File: config.mk
export PLATFORM = sky130hd
export DESIGN_NAME = ring_ctrl_device_flat
export DESIGN_NICKNAME = d
export VERILOG_FILES = /design/src/core/ring_regs_pkg.sv /design/src/core/ring_reg_if.sv /design/src/core/ring_ctrl_device.sv /design/src/flat_wrapper.sv
export SDC_FILE = /design/constraint.sdc
export NUM_CORES = 1
export LEC_CHECK = 0
export BUFFER_PORTS_ARGS = -buffer_cell sky130_fd_sc_hd__buf_4
export CORE_UTILIZATION = 50
export CTS_BUF_LIST = sky130_fd_sc_hd__clkbuf_8
export DETAILED_ROUTE_END_ITERATION = 12
export HOLD_SLACK_MARGIN = 0.02
export PLACE_DENSITY = 0.86
export SYNTH_ARGS = -nofsm -noshare
export SYNTH_HDL_FRONTEND = slang
export SYNTH_SLANG_ARGS = --single-unit
File: constraint.sdc
create_clock -name clk_i -period 1.8 [get_ports clk_i]
set_input_delay 0.36 -clock clk_i [delete_from_list [all_inputs] [get_ports clk_i]]
set_output_delay 0.36 -clock clk_i [all_outputs]
set_load 0.02 [all_outputs]
File: src/core/ring_regs_pkg.sv
/*
 Constants shared by both ends of the ring controller register link:
 register offsets, status and command bit positions, reset values and timing.
 Assumes a 20 MHz clock common to both ends.
*/
// What this block does
// Bridge local reset resets logic, drives both resets
// Host toggles bridge control bit 30 for reset
// Host waits for bridge reload before access
// Host rewrites non-default bridge settings after reload
// Host waits 0.5 s when reload jumper set
// No ring reset writes before clock locked; the bridge blocks them only while the external clock is selected
// Command register write-only, bits self-clear
// Command bit 2 emits token, stops waiting
// Command bit 1 clears error bits 2:0
// Command bit 0 clears 13:12, errors 6:3
// Interrupt is level, held until host clears
// Status register read-only, writes ignored
// Status bit 14 shows timing clock locked
// Bit 13 set on controller message end
// Controller messages also copied to return FIFO
// Interrupt on any message end; bit 12 mirrors
// Bit 11 after 512 idle bytes, token
// Bit 10 transmit empty; empty read gives FFFF
// Bit 9 transmit FIFO full
// Bits 7,6 return empty/full; empty reads ones
// Bits 4,3 receive FIFO empty/full
// Bit 1 high while frame data received
// Bit 0 transmit running until empty, EOF
// Unused status bits read as zero
package ring_regs_pkg;

   // ----------------------------------------------------------------
   // Local register map
   // ----------------------------------------------------------------
   localparam int          ADDR_W      = 8;
   localparam int          DATA_W      = 16;
   localparam logic [7:0]  CTRL0_OFF   = 8'h00;
   localparam logic [7:0]  CMD_OFF     = 8'h04;
   localparam logic [7:0]  STATUS_OFF  = 8'h08;

   // ----------------------------------------------------------------
   // Command and status bits
   // ----------------------------------------------------------------
   localparam int CMD_CLR_IRQ    = 0;
   localparam int CMD_CLR_ERR    = 1;
   localparam int CMD_RELEASE    = 2;
   localparam int ERR_W          = 7;
   localparam logic [6:0] ERR_LOW_MASK = 7'h07;
   localparam logic [6:0] ERR_MID_MASK = 7'h78;

   localparam int ST_TX_RUN      = 0;
   localparam int ST_RX_RUN      = 1;
   localparam int ST_RX_FULL     = 3;
   localparam int ST_RX_EMPTY    = 4;
   localparam int ST_RET_FULL    = 6;
   localparam int ST_RET_EMPTY   = 7;
   localparam int ST_TX_FULL     = 9;
   localparam int ST_TX_EMPTY    = 10;
   localparam int ST_LINK_UP     = 11;
   localparam int ST_PEND_IRQ    = 12;
   localparam int ST_MSG_CTRL    = 13;
   localparam int ST_LOCKED      = 14;
   localparam int CTRL0_RST_OUT  = 15;
   localparam int CTRL0_RST_B    = 9;
   localparam logic [15:0] EMPTY_READ = 16'hFFFF;
   localparam logic [15:0] ZERO_WORD  = 16'h0000;

   // ----------------------------------------------------------------
   // Bridge configuration space
   // ----------------------------------------------------------------
   localparam logic [7:0]  BRIDGE_CTRL_OFF     = 8'h6C;
   localparam int          BRIDGE_RESET_BIT    = 30;
   localparam logic [31:0] BRIDGE_CTRL_DEFAULT = 32'h0000_0000;

   // ----------------------------------------------------------------
   // Timing
   // ----------------------------------------------------------------
   localparam int CLK_KHZ           = 20000;
   localparam int RING_RESET_NS     = 400;
   localparam int RING_RESET_CYC    = (RING_RESET_NS * CLK_KHZ + 999999) / 1000000;
   localparam int DEAD_TIME_MS      = 500;
   localparam int DEAD_CYC          = DEAD_TIME_MS * CLK_KHZ;
   localparam int IDLE_BYTES        = 512;
   localparam int IDLE_W            = 10;

   typedef enum logic [1:0] {
      HS_RUN    = 2'b00,
      HS_LRESET = 2'b01,
      HS_RELOAD = 2'b11,
      HS_DEAD   = 2'b10
   } host_state_t;

endpackage : ring_regs_pkg

File: src/core/ring_reg_if.sv
/*
 Link between bridge end and controller end: local reset, register
 strobes, read data and the level interrupt.
 Assumes both ends run on the same clock.
*/
`timescale 1ns/10ps
interface ring_reg_if;
   logic        local_reset_n;
   logic [7:0]  addr;
   logic [15:0] wdata;
   logic        wr;
   logic        rd;
   logic [15:0] rdata;
   logic        irq;

   modport device (
      input  local_reset_n,
      input  addr,
      input  wdata,
      input  wr,
      input  rd,
      output rdata,
      output irq
   );

   modport host (
      output local_reset_n,
      output addr,
      output wdata,
      output wr,
      output rd,
      input  rdata,
      input  irq
   );
endinterface : ring_reg_if

File: src/core/ring_ctrl_device.sv
/*
 Controller end: command strobes, main status word, interrupt, reset chain.
 Assumes FIFO flags and receive events come from logic on the same clock,
 and the lock signal of the timing receiver comes from a pin.
*/
// Added by the designer: the strobed register port.
`timescale 1ns/10ps
module ring_ctrl_device
   import ring_regs_pkg::*;
#(
   parameter int RESET_CYC = RING_RESET_CYC,
   parameter int IDLE_NUM  = IDLE_BYTES
) (
   input  wire logic               clk_i,
   input  wire logic               rstn_i,
   input  wire logic               ce_i,
   ring_reg_if.device              bus,
   input  wire logic               timing_clock_locked_i,
   input  wire logic               send_enable_i,
   input  wire logic               send_cmd_i,
   input  wire logic               eof_sent_i,
   input  wire logic               idle_byte_sent_i,
   input  wire logic               token_rx_i,
   input  wire logic               rx_wr_i,
   input  wire logic               rx_last_i,
   input  wire logic               rx_for_ctrl_i,
   input  wire logic               rx_frame_data_i,
   input  wire logic [15:0]        rx_data_i,
   input  wire logic               tx_empty_i,
   input  wire logic               tx_full_i,
   input  wire logic               ret_empty_i,
   input  wire logic               ret_full_i,
   input  wire logic               rx_empty_i,
   input  wire logic               rx_full_i,
   input  wire logic [15:0]        tx_fifo_q_i,
   input  wire logic [15:0]        ret_fifo_q_i,
   output logic                    ring_reset_o,
   output logic                    timing_receiver_reset_o,
   output logic                    abandon_wait_emit_token_o,
   output logic [ERR_W-1:0]        err_clear_o,
   output logic                    ret_wr_o,
   output logic [15:0]             ret_data_o,
   output logic [15:0]             tx_host_data_o,
   output logic [15:0]             ret_host_data_o
);

   // ----------------------------------------------------------------
   // Decoding
   // ----------------------------------------------------------------
   function automatic logic [15:0] guard_empty(input logic empty, input logic [15:0] q);
      guard_empty = empty ? EMPTY_READ : q;
   endfunction : guard_empty

   logic                lreset;
   logic                cmd_wr;
   logic                status_rd;
   logic                clr_irq;
   logic                msg_end;
   logic                any_end;
   logic                idle_done;
   logic [15:0]         status_w;

   logic                ring_reset_q;
   logic [7:0]          reset_cnt_q;
   logic                trx_reset_q;
   logic                lock_s1_q;
   logic                lock_s2_q;
   logic                lock_s3_q;
   logic                locked_q;
   logic                msg_q;
   logic                pend_q;
   logic                link_up_q;
   logic [IDLE_W-1:0]   idle_cnt_q;
   logic                tx_run_q;
   logic                release_q;
   logic [ERR_W-1:0]    err_clear_q;
   logic                ret_wr_q;
   logic [15:0]         ret_data_q;
   logic [15:0]         tx_host_q;
   logic [15:0]         ret_host_q;
   logic [15:0]         rdata_q;

   assign lreset    = !bus.local_reset_n;
   assign cmd_wr    = bus.wr && (bus.addr == CMD_OFF);
   assign status_rd = bus.rd && (bus.addr == STATUS_OFF);
   assign clr_irq   = cmd_wr && bus.wdata[CMD_CLR_IRQ];
   assign msg_end   = rx_wr_i && rx_last_i && rx_for_ctrl_i;
   assign any_end   = rx_wr_i && rx_last_i;
   assign idle_done = (idle_cnt_q == IDLE_W'(IDLE_NUM));

   // Status word; nothing in it is writable, so writes to it decode to nothing
   always_comb begin
      status_w               = ZERO_WORD;
      status_w[ST_LOCKED]    = locked_q;
      status_w[ST_MSG_CTRL]  = msg_q;
      status_w[ST_PEND_IRQ]  = pend_q;
      status_w[ST_LINK_UP]   = link_up_q;
      status_w[ST_TX_EMPTY]  = tx_empty_i;
      status_w[ST_TX_FULL]   = tx_full_i;
      status_w[ST_RET_EMPTY] = ret_empty_i;
      status_w[ST_RET_FULL]  = ret_full_i;
      status_w[ST_RX_EMPTY]  = rx_empty_i;
      status_w[ST_RX_FULL]   = rx_full_i;
      status_w[ST_RX_RUN]    = rx_frame_data_i;
      status_w[ST_TX_RUN]    = tx_run_q;
   end

   // ----------------------------------------------------------------
   // Reset chain
   // ----------------------------------------------------------------
   // Ring reset stretched to its minimum width after the bridge lets go
   always_ff @(posedge clk_i or negedge rstn_i) begin
      if (!rstn_i) begin
         reset_cnt_q  <= 8'h00;
         ring_reset_q <= 1'b1;
         trx_reset_q  <= 1'b1;
      end else if (ce_i) begin
         reset_cnt_q  <= lreset ? 8'(RESET_CYC) :
                         (reset_cnt_q != 8'h00) ? reset_cnt_q - 8'h01 : 8'h00;
         ring_reset_q <= lreset || (reset_cnt_q > 8'h01);
         trx_reset_q  <= lreset;
      end
   end

   // ----------------------------------------------------------------
   // Lock synchroniser
   // ----------------------------------------------------------------
   // Counted only when the last two stages agree, which filters one-cycle glitches
   always_ff @(posedge clk_i or negedge rstn_i) begin
      if (!rstn_i) begin
         lock_s1_q <= 1'b0;
         lock_s2_q <= 1'b0;
         lock_s3_q <= 1'b0;
         locked_q  <= 1'b0;
      end else if (ce_i) begin
         lock_s1_q <= timing_clock_locked_i;
         lock_s2_q <= lock_s1_q;
         lock_s3_q <= lock_s2_q;
         if (lock_s2_q == lock_s3_q) begin
            locked_q <= lock_s3_q;
         end
      end
   end

   // ----------------------------------------------------------------
   // Sticky flags and interrupt
   // ----------------------------------------------------------------
   // A message end in the clearing cycle wins over the clear
   always_ff @(posedge clk_i or negedge rstn_i) begin
      if (!rstn_i) begin
         msg_q      <= 1'b0;
         pend_q     <= 1'b0;
         link_up_q  <= 1'b0;
         idle_cnt_q <= '0;
         tx_run_q   <= 1'b0;
      end else if (ce_i) begin
         if (lreset) begin
            msg_q      <= 1'b0;
            pend_q     <= 1'b0;
            link_up_q  <= 1'b0;
            idle_cnt_q <= '0;
            tx_run_q   <= 1'b0;
         end else begin
            msg_q  <= msg_end || (msg_q && !clr_irq);                // see
            pend_q <= any_end || (pend_q && !clr_irq);               // see
            if (idle_byte_sent_i && !idle_done) begin
               idle_cnt_q <= idle_cnt_q + IDLE_W'(1);
            end
            if (idle_done && token_rx_i) begin
               link_up_q <= 1'b1;
            end
            tx_run_q <= (send_enable_i && send_cmd_i) ||
                        (tx_run_q && !(tx_empty_i && eof_sent_i));
         end
      end
   end

   // ----------------------------------------------------------------
   // One-shot commands, data copies and read port
   // ----------------------------------------------------------------
   // Command bits are never stored: they live one cycle as pulses
   always_ff @(posedge clk_i or negedge rstn_i) begin
      if (!rstn_i) begin
         release_q   <= 1'b0;
         err_clear_q <= '0;
         ret_wr_q    <= 1'b0;
         ret_data_q  <= ZERO_WORD;
         tx_host_q   <= EMPTY_READ;
         ret_host_q  <= EMPTY_READ;
         rdata_q     <= ZERO_WORD;
      end else if (ce_i) begin
         release_q   <= cmd_wr && bus.wdata[CMD_RELEASE] && !lreset;  // see
         err_clear_q <= (cmd_wr && bus.wdata[CMD_CLR_ERR] ? ERR_LOW_MASK : '0) |
                        (clr_irq ? ERR_MID_MASK : '0);                // see
         ret_wr_q    <= rx_wr_i && rx_for_ctrl_i && !lreset;
         ret_data_q  <= rx_data_i;
         tx_host_q   <= guard_empty(tx_empty_i, tx_fifo_q_i);
         ret_host_q  <= guard_empty(ret_empty_i, ret_fifo_q_i);
         rdata_q     <= status_rd ? status_w : ZERO_WORD;             // see
      end
   end

   assign ring_reset_o              = ring_reset_q;
   assign timing_receiver_reset_o   = trx_reset_q;
   assign abandon_wait_emit_token_o = release_q;
   assign err_clear_o               = err_clear_q;
   assign ret_wr_o                  = ret_wr_q;
   assign ret_data_o                = ret_data_q;
   assign tx_host_data_o            = tx_host_q;
   assign ret_host_data_o           = ret_host_q;
   assign bus.rdata                 = rdata_q;
   assign bus.irq                   = pend_q;                         // see

endmodule : ring_ctrl_device

File: src/flat_wrapper.sv
// flat-port wrapper written by rule: the top's interface ports become plain ports
module ring_ctrl_device_flat import ring_regs_pkg::*;
#(
   parameter int RESET_CYC = RING_RESET_CYC,
   parameter int IDLE_NUM  = IDLE_BYTES
)
  (clk_i, rstn_i, ce_i, timing_clock_locked_i, send_enable_i, send_cmd_i, eof_sent_i, idle_byte_sent_i, token_rx_i, rx_wr_i, rx_last_i, rx_for_ctrl_i, rx_frame_data_i, rx_data_i, tx_empty_i, tx_full_i, ret_empty_i, ret_full_i, rx_empty_i, rx_full_i, tx_fifo_q_i, ret_fifo_q_i, ring_reset_o, timing_receiver_reset_o, abandon_wait_emit_token_o, err_clear_o, ret_wr_o, ret_data_o, tx_host_data_o, ret_host_data_o, bus_local_reset_n, bus_addr, bus_wdata, bus_wr, bus_rd, bus_rdata, bus_irq);
  ring_reg_if bus_i ();
  input  wire logic clk_i;
  input  wire logic rstn_i;
  input  wire logic ce_i;
  input  wire logic timing_clock_locked_i;
  input  wire logic send_enable_i;
  input  wire logic send_cmd_i;
  input  wire logic eof_sent_i;
  input  wire logic idle_byte_sent_i;
  input  wire logic token_rx_i;
  input  wire logic rx_wr_i;
  input  wire logic rx_last_i;
  input  wire logic rx_for_ctrl_i;
  input  wire logic rx_frame_data_i;
  input  wire logic [15:0] rx_data_i;
  input  wire logic tx_empty_i;
  input  wire logic tx_full_i;
  input  wire logic ret_empty_i;
  input  wire logic ret_full_i;
  input  wire logic rx_empty_i;
  input  wire logic rx_full_i;
  input  wire logic [15:0] tx_fifo_q_i;
  input  wire logic [15:0] ret_fifo_q_i;
  output logic ring_reset_o;
  output logic timing_receiver_reset_o;
  output logic abandon_wait_emit_token_o;
  output logic [ERR_W-1:0] err_clear_o;
  output logic ret_wr_o;
  output logic [15:0] ret_data_o;
  output logic [15:0] tx_host_data_o;
  output logic [15:0] ret_host_data_o;
  input wire logic [$bits(bus_i.local_reset_n)-1:0] bus_local_reset_n;
  input wire logic [$bits(bus_i.addr)-1:0] bus_addr;
  input wire logic [$bits(bus_i.wdata)-1:0] bus_wdata;
  input wire logic [$bits(bus_i.wr)-1:0] bus_wr;
  input wire logic [$bits(bus_i.rd)-1:0] bus_rd;
  output wire logic [$bits(bus_i.rdata)-1:0] bus_rdata;
  output wire logic [$bits(bus_i.irq)-1:0] bus_irq;
  assign bus_i.local_reset_n = bus_local_reset_n;
  assign bus_i.addr = bus_addr;
  assign bus_i.wdata = bus_wdata;
  assign bus_i.wr = bus_wr;
  assign bus_i.rd = bus_rd;
  assign bus_rdata = bus_i.rdata;
  assign bus_irq = bus_i.irq;
  ring_ctrl_device #(.RESET_CYC(RESET_CYC), .IDLE_NUM(IDLE_NUM)) u_core (.clk_i(clk_i), .rstn_i(rstn_i), .ce_i(ce_i), .bus(bus_i), .timing_clock_locked_i(timing_clock_locked_i), .send_enable_i(send_enable_i), .send_cmd_i(send_cmd_i), .eof_sent_i(eof_sent_i), .idle_byte_sent_i(idle_byte_sent_i), .token_rx_i(token_rx_i), .rx_wr_i(rx_wr_i), .rx_last_i(rx_last_i), .rx_for_ctrl_i(rx_for_ctrl_i), .rx_frame_data_i(rx_frame_data_i), .rx_data_i(rx_data_i), .tx_empty_i(tx_empty_i), .tx_full_i(tx_full_i), .ret_empty_i(ret_empty_i), .ret_full_i(ret_full_i), .rx_empty_i(rx_empty_i), .rx_full_i(rx_full_i), .tx_fifo_q_i(tx_fifo_q_i), .ret_fifo_q_i(ret_fifo_q_i), .ring_reset_o(ring_reset_o), .timing_receiver_reset_o(timing_receiver_reset_o), .abandon_wait_emit_token_o(abandon_wait_emit_token_o), .err_clear_o(err_clear_o), .ret_wr_o(ret_wr_o), .ret_data_o(ret_data_o), .tx_host_data_o(tx_host_data_o), .ret_host_data_o(ret_host_data_o));
endmodule
; Yosys cells after proc, flatten, opt, wreduce, memory -nomap -nowiden
; Index checks and enable logic that the tools add are counted.
[totals]
out_inout_bits = 76
reg_bits = 101
[op_classes]
add_sub_neg = 2
eq_ne = 6
n_lt_le_gt_ge = 1
n_reduce_logical = 29
n_bitwise = 1
mux = 14
[ops]
columns = cell, count
row1 = 2-to-1 mux 16 bit, 2
row2 = 2-to-1 mux 10 bit, 2
row3 = logical AND 1 bit, 17
row4 = 2-to-1 mux 8 bit, 2
row5 = 2-to-1 mux 15 bit, 1
row6 = "adder 10 x 1 -> 10 bit, second input constant", 1
row7 = "equality test 10 bit, second input constant", 1
row8 = "equality test 8 x 3 -> 1 bit, second input constant", 1
row9 = "equality test 8 x 4 -> 1 bit, second input constant", 1
row10 = "> comparator 8 x 1 -> 1 bit, second input constant", 1
row11 = nonzero test 8 bit, 1
row12 = "subtractor 8 x 1 -> 8 bit, second input constant", 1
row13 = 2-to-1 mux 7 bit, 1
row14 = bitwise OR 7 bit, 1
row15 = AND reduction 2 bit, 3
row16 = 2-to-1 mux 1 bit, 5
row17 = zero test 1 bit, 4
row18 = logical OR 1 bit, 4
row19 = "!= test 2 x 1 -> 1 bit, second input constant", 2
row20 = 2-to-1 mux 3 bit, 1
row21 = equality test 1 bit, 1

; Longest topological paths before layout
[depth]
depth_word = 7
depth_mapped = 6
depth_no_buf = 6

; Least setup slack after synthesis
; No wires, ideal clock.
[synth_path]
path_kind = reg-to-reg
from = reg u_core.idle_cnt_q[4]
to = reg u_core.idle_cnt_q[4]
stages_incl_launch_ff = 5
slack_ps = 334
arrival_time_ps = 1347
required_ps = 1681
synth_period_minus_slack_ps = 1466
path_cell_list = dfrtp_1 nor4_2 a41oi_2 o21a_1 o21a_1
[synth_via]
elab_chain_cells = 5
[synth_lines]
columns = element, line
row1 = "start, declared", ring_ctrl_device.sv:73  ; logic [IDLE_W-1:0] idle_cnt_q;
row2 = "start signal, assigned", ring_ctrl_device.sv:167  ; idle_cnt_q <= idle_cnt_q + IDLE_W'(1);
row3 = "parallel branches: the longest is 5 deep, another holds adder 10 x 1 -> 10 bit", -
; Parallel ways; which one is timed is not known. The select of a mux whose other input is x is not followed.
; A chain may end at the register's enable or synchronous reset.

; Final worst setup path
; Same ends and word-level chain as after synthesis.

==> flow_summary.json <==
{
  "status": "finished, final reports clean",
  "ant_nets": 0,
  "cp_max_fo": 8,
  "slew_headroom": 0.636,
  "fin_util": 0.710,
  "cp_slowest_cell": "dfrtp_1",
  "synth_warnings": 0,
  "clock-root-buffer": "clkbuf_8",
  "slowest_delay_ns": 0.47,
  "fin_skew_ns": 0.0153,
  "path_clk_slew_ns": 0.11,
  "routed.top_layer": "met4",
  "netlist_top_cells_area": "dfrtp_1, dfstp_2, nor2_1",
  "period_minus_slack_ns": 1.65,
  "num_vias": 3439,
  "synth_cells": 382,
  "grt_usage": 0.231,
  "synth_common_cells": "nor2_1, dfrtp_1, a21oi_1",
  "die_h_microns": 92.3,
  "grt_pass1_vias": 3374,
  "yosysTopAreaCell": "dfrtp_1",
  "syn_to_final_growth_pct": 35.9,
  "row_count": 32,
  "routed_wl_mm": 9.64,
  "post-synth-top-count-cell": "nor2_1",
  "power.leakage_nw": 2.61,
  "vias_per_cell": 5.37,
  "setup_viol": 0,
  "port_buffers": 152,
  "tightest_slew_ns": 0.541,
  "avgSynthCellArea_sq_um": 10.7,
  "ys_ff_latch": 92,
  "globalRoute.totalOverflow": 0,
  "crit_arrival_ns": 1.91,
  "crit_type": "reg2reg",
  "ios": 170,
  "route.met2.wl_mm": 4.79,
  "rsz0062_at_grt": "no",
  "crit_path_start_kind": "flip-flop",
  "fill_cells": 573,
  "start_util": 0.523,
  "fp.dieArea_sq_mm": 0.00853,
  "path_cells": "nor4_2 -> a41oi_2 -> o21a_1 -> o21a_1",
  "fin_crit_sh": 0.914,
  "dr.pass1.iters": 4,
  "synth-edff-count": 0,
  "post_drt_wl_per_cell_microns": 15.1,
  "antenna_cells": 0,
  "ir_worst_vdd_mv": 0.602,
  "fp.dieW_microns": 92.3,
  "dp_hpwl_mm": 6.99,
  "max_freq_mhz": 608,
  "coreArea_sq_mm": 0.00781,
  "multi_input_area_sq_mm": 0.00155,
  "synth_cell_type_count": 50,
  "critPathMostFrequentCell": "o21a_1",
  "cp.required_ns": 2.06,
  "critPathCaptureType": "flip-flop",
  "hp-class": "in2reg",
  "wl_met1_mm": 3.98,
  "ctsLongestPathBuffers": 2,
  "htreeDepth": 3,
  "drtIter0Drc": 153,
  "final_max_slew_viol_count": 0,
  "synth_async_sr_flop_share": 1.00,
  "seqCellArea_sq_mm": 0.00234,
  "final_net_count": 632,
  "synth_top_area_frac": 0.356,
  "gp_congestion": 0.841,
  "placed_cells": 623,
  "syn_area_sq_mm": 0.00408,
  "hold_viol": 0,
  "clock_latency_ns": 0.37,
  "grt_max_degree": 43,
  "clkSinkCount": 92,
  "antenna_found_initial": 0,
  "power_density_mw_per_mm2": 901,
  "numCtsBuffers": 9,
  "synth_top_flop_cell": "dfrtp_1",
  "maxCapViolCount": 0,
  "drive_gt1_frac": 0.448,
  "drc": 0,
  "wl_met3_microns": 663,
  "cts_tree": "built",
  "ys_seq_area_frac": 0.575,
  "tns_ns": 0,
  "grt_pass1_wl_mm": 15.6,
  "fin_cells": 640
}
## per-layer routing
metal | track usage | vias up
met5 | 0 | -
met1 | 0.289 | 1642
met3 | 0.0517 | 21
li1 | - | 1627
met2 | 0.386 | 149
met4 | 0.0977 | 0
## cell usage in the layout (no fill, tap or decap), types with 2 or more instances in the layout
cell type  Yosys  final
buf_4         12    163
or3_1          4      4
conb_1         1      4
a31oi_1        5      5
dfrtp_1       58     58
nor2_1        76     76
clkbuf_8       0      9
nand3_1        6      6
dfstp_2       34     34
buf_12         0      2
nor3_1         8      8
xnor2_1        3      3
nand4_1        4      4
inv_8          0      2
inv_1          8      8
a311oi_1       2      2
nand2_1       14     14
o2bb2ai_1      5      5
nand2b_1       2      2
nor4_2         2      2
a21oi_1       42     42
o21ai_0       14     14
nor2b_1        3      3
clkinv_1       2      2
o21a_1         2      2
mux2_2        18     18
a22o_1        12     12
mux2i_1        2      2
ha_1           5      5
## report_power, final
| group | total [W] | switching, W | internal (W) |
|---|---|---|---|
| registers | 0.00245 | 0.000145 | 0.00230 |
| logic | 0.00104 | 0.000556 | 0.000486 |
| clock network | 0.00151 | 0.000826 | 0.000680 |
## what timing repair did
item / 4_1_cts / 5_1_grt
resized for setup: 0 / 1
setup buffers: 0 / 0
endpoints found under the hold margin: 14 / 0
endpoints found under the setup margin: 0 / 1
hold buffers: 1 / 0
## through the flow
step	area (sq um)	hold slack, ns	setup slack (ns)	power, W
final	5550	0.193	0.155	0.00500
after CTS	5540	0.190	0.147	0.00501
after global routing	5550	0.187	0.0129	0.00520
after floorplan	4090	0.0644	0.334	0.00303
after global placement	5310	0.311	0.230	0.00346
after detailed placement	5310	0.314	0.167	0.00351
## worst paths after layout
| kind | endpoint | slack (ns) | start | depth (start not counted) |
|---|---|---|---|---|
| setup / recovery | u_core.idle_cnt_q[4] | 0.15 | u_core.idle_cnt_q[4] | 4 |
| hold / removal | u_core.bus.rdata[1] | 0.19 | rx_frame_data_i | 2 |
| setup reg to reg | u_core.idle_cnt_q[4] | 0.15 | u_core.idle_cnt_q[4] | 4 |
| hold reg to reg | u_core.tx_host_data_o[1] | 0.50 | u_core.tx_host_data_o[1] | 2 |
| max in group asynchronous | u_core.timing_receiver_reset_o | 0.78 | rstn_i | 3 |
| min in group asynchronous | u_core.bus.rdata[14] | 0.44 | rstn_i | 2 |
## sequential cells by signal (all words and copies together), names as in the netlist, 2 cells and up
name	cells
u_core.ret_data_o	16
u_core.idle_cnt_q	10
u_core.err_clear_o	2
u_core.bus.rdata	12
u_core.tx_host_data_o	16
u_core.ret_host_data_o	16
u_core.reset_cnt_q	8
## critical path: cells and delay by family, from the launching register on
family           cells  cell delay [ns]
AND/OR/NAND/NOR      1             0.35
AO/OA/AOI/OAI        3             0.73
flip-flops           1             0.47
## cell families (layout without fill, tap and decap cells)
family          Yosys count  after routing  share of synthesized area
compound gates           93             93                      0.146
xor+xnor                  4              4                    0.00859
mux                      20             20                     0.0546
fa+ha+maj                 5              5                     0.0153
buf+inv                  39            192                     0.0509
other cells               1              4                   0.000919
flops                    92             92                      0.575
simple gates            128            128                      0.149
## area by class of cell
class	count	area share
clock inverter	7	0.0169
sequential	92	0.423
inverter	10	0.00677
tap	102	0.0230
multi-input combinational	254	0.279
clock buffer	9	0.0223
timing repair buffer	166	0.230
Note: power is estimated with default switching activity, not from simulation.
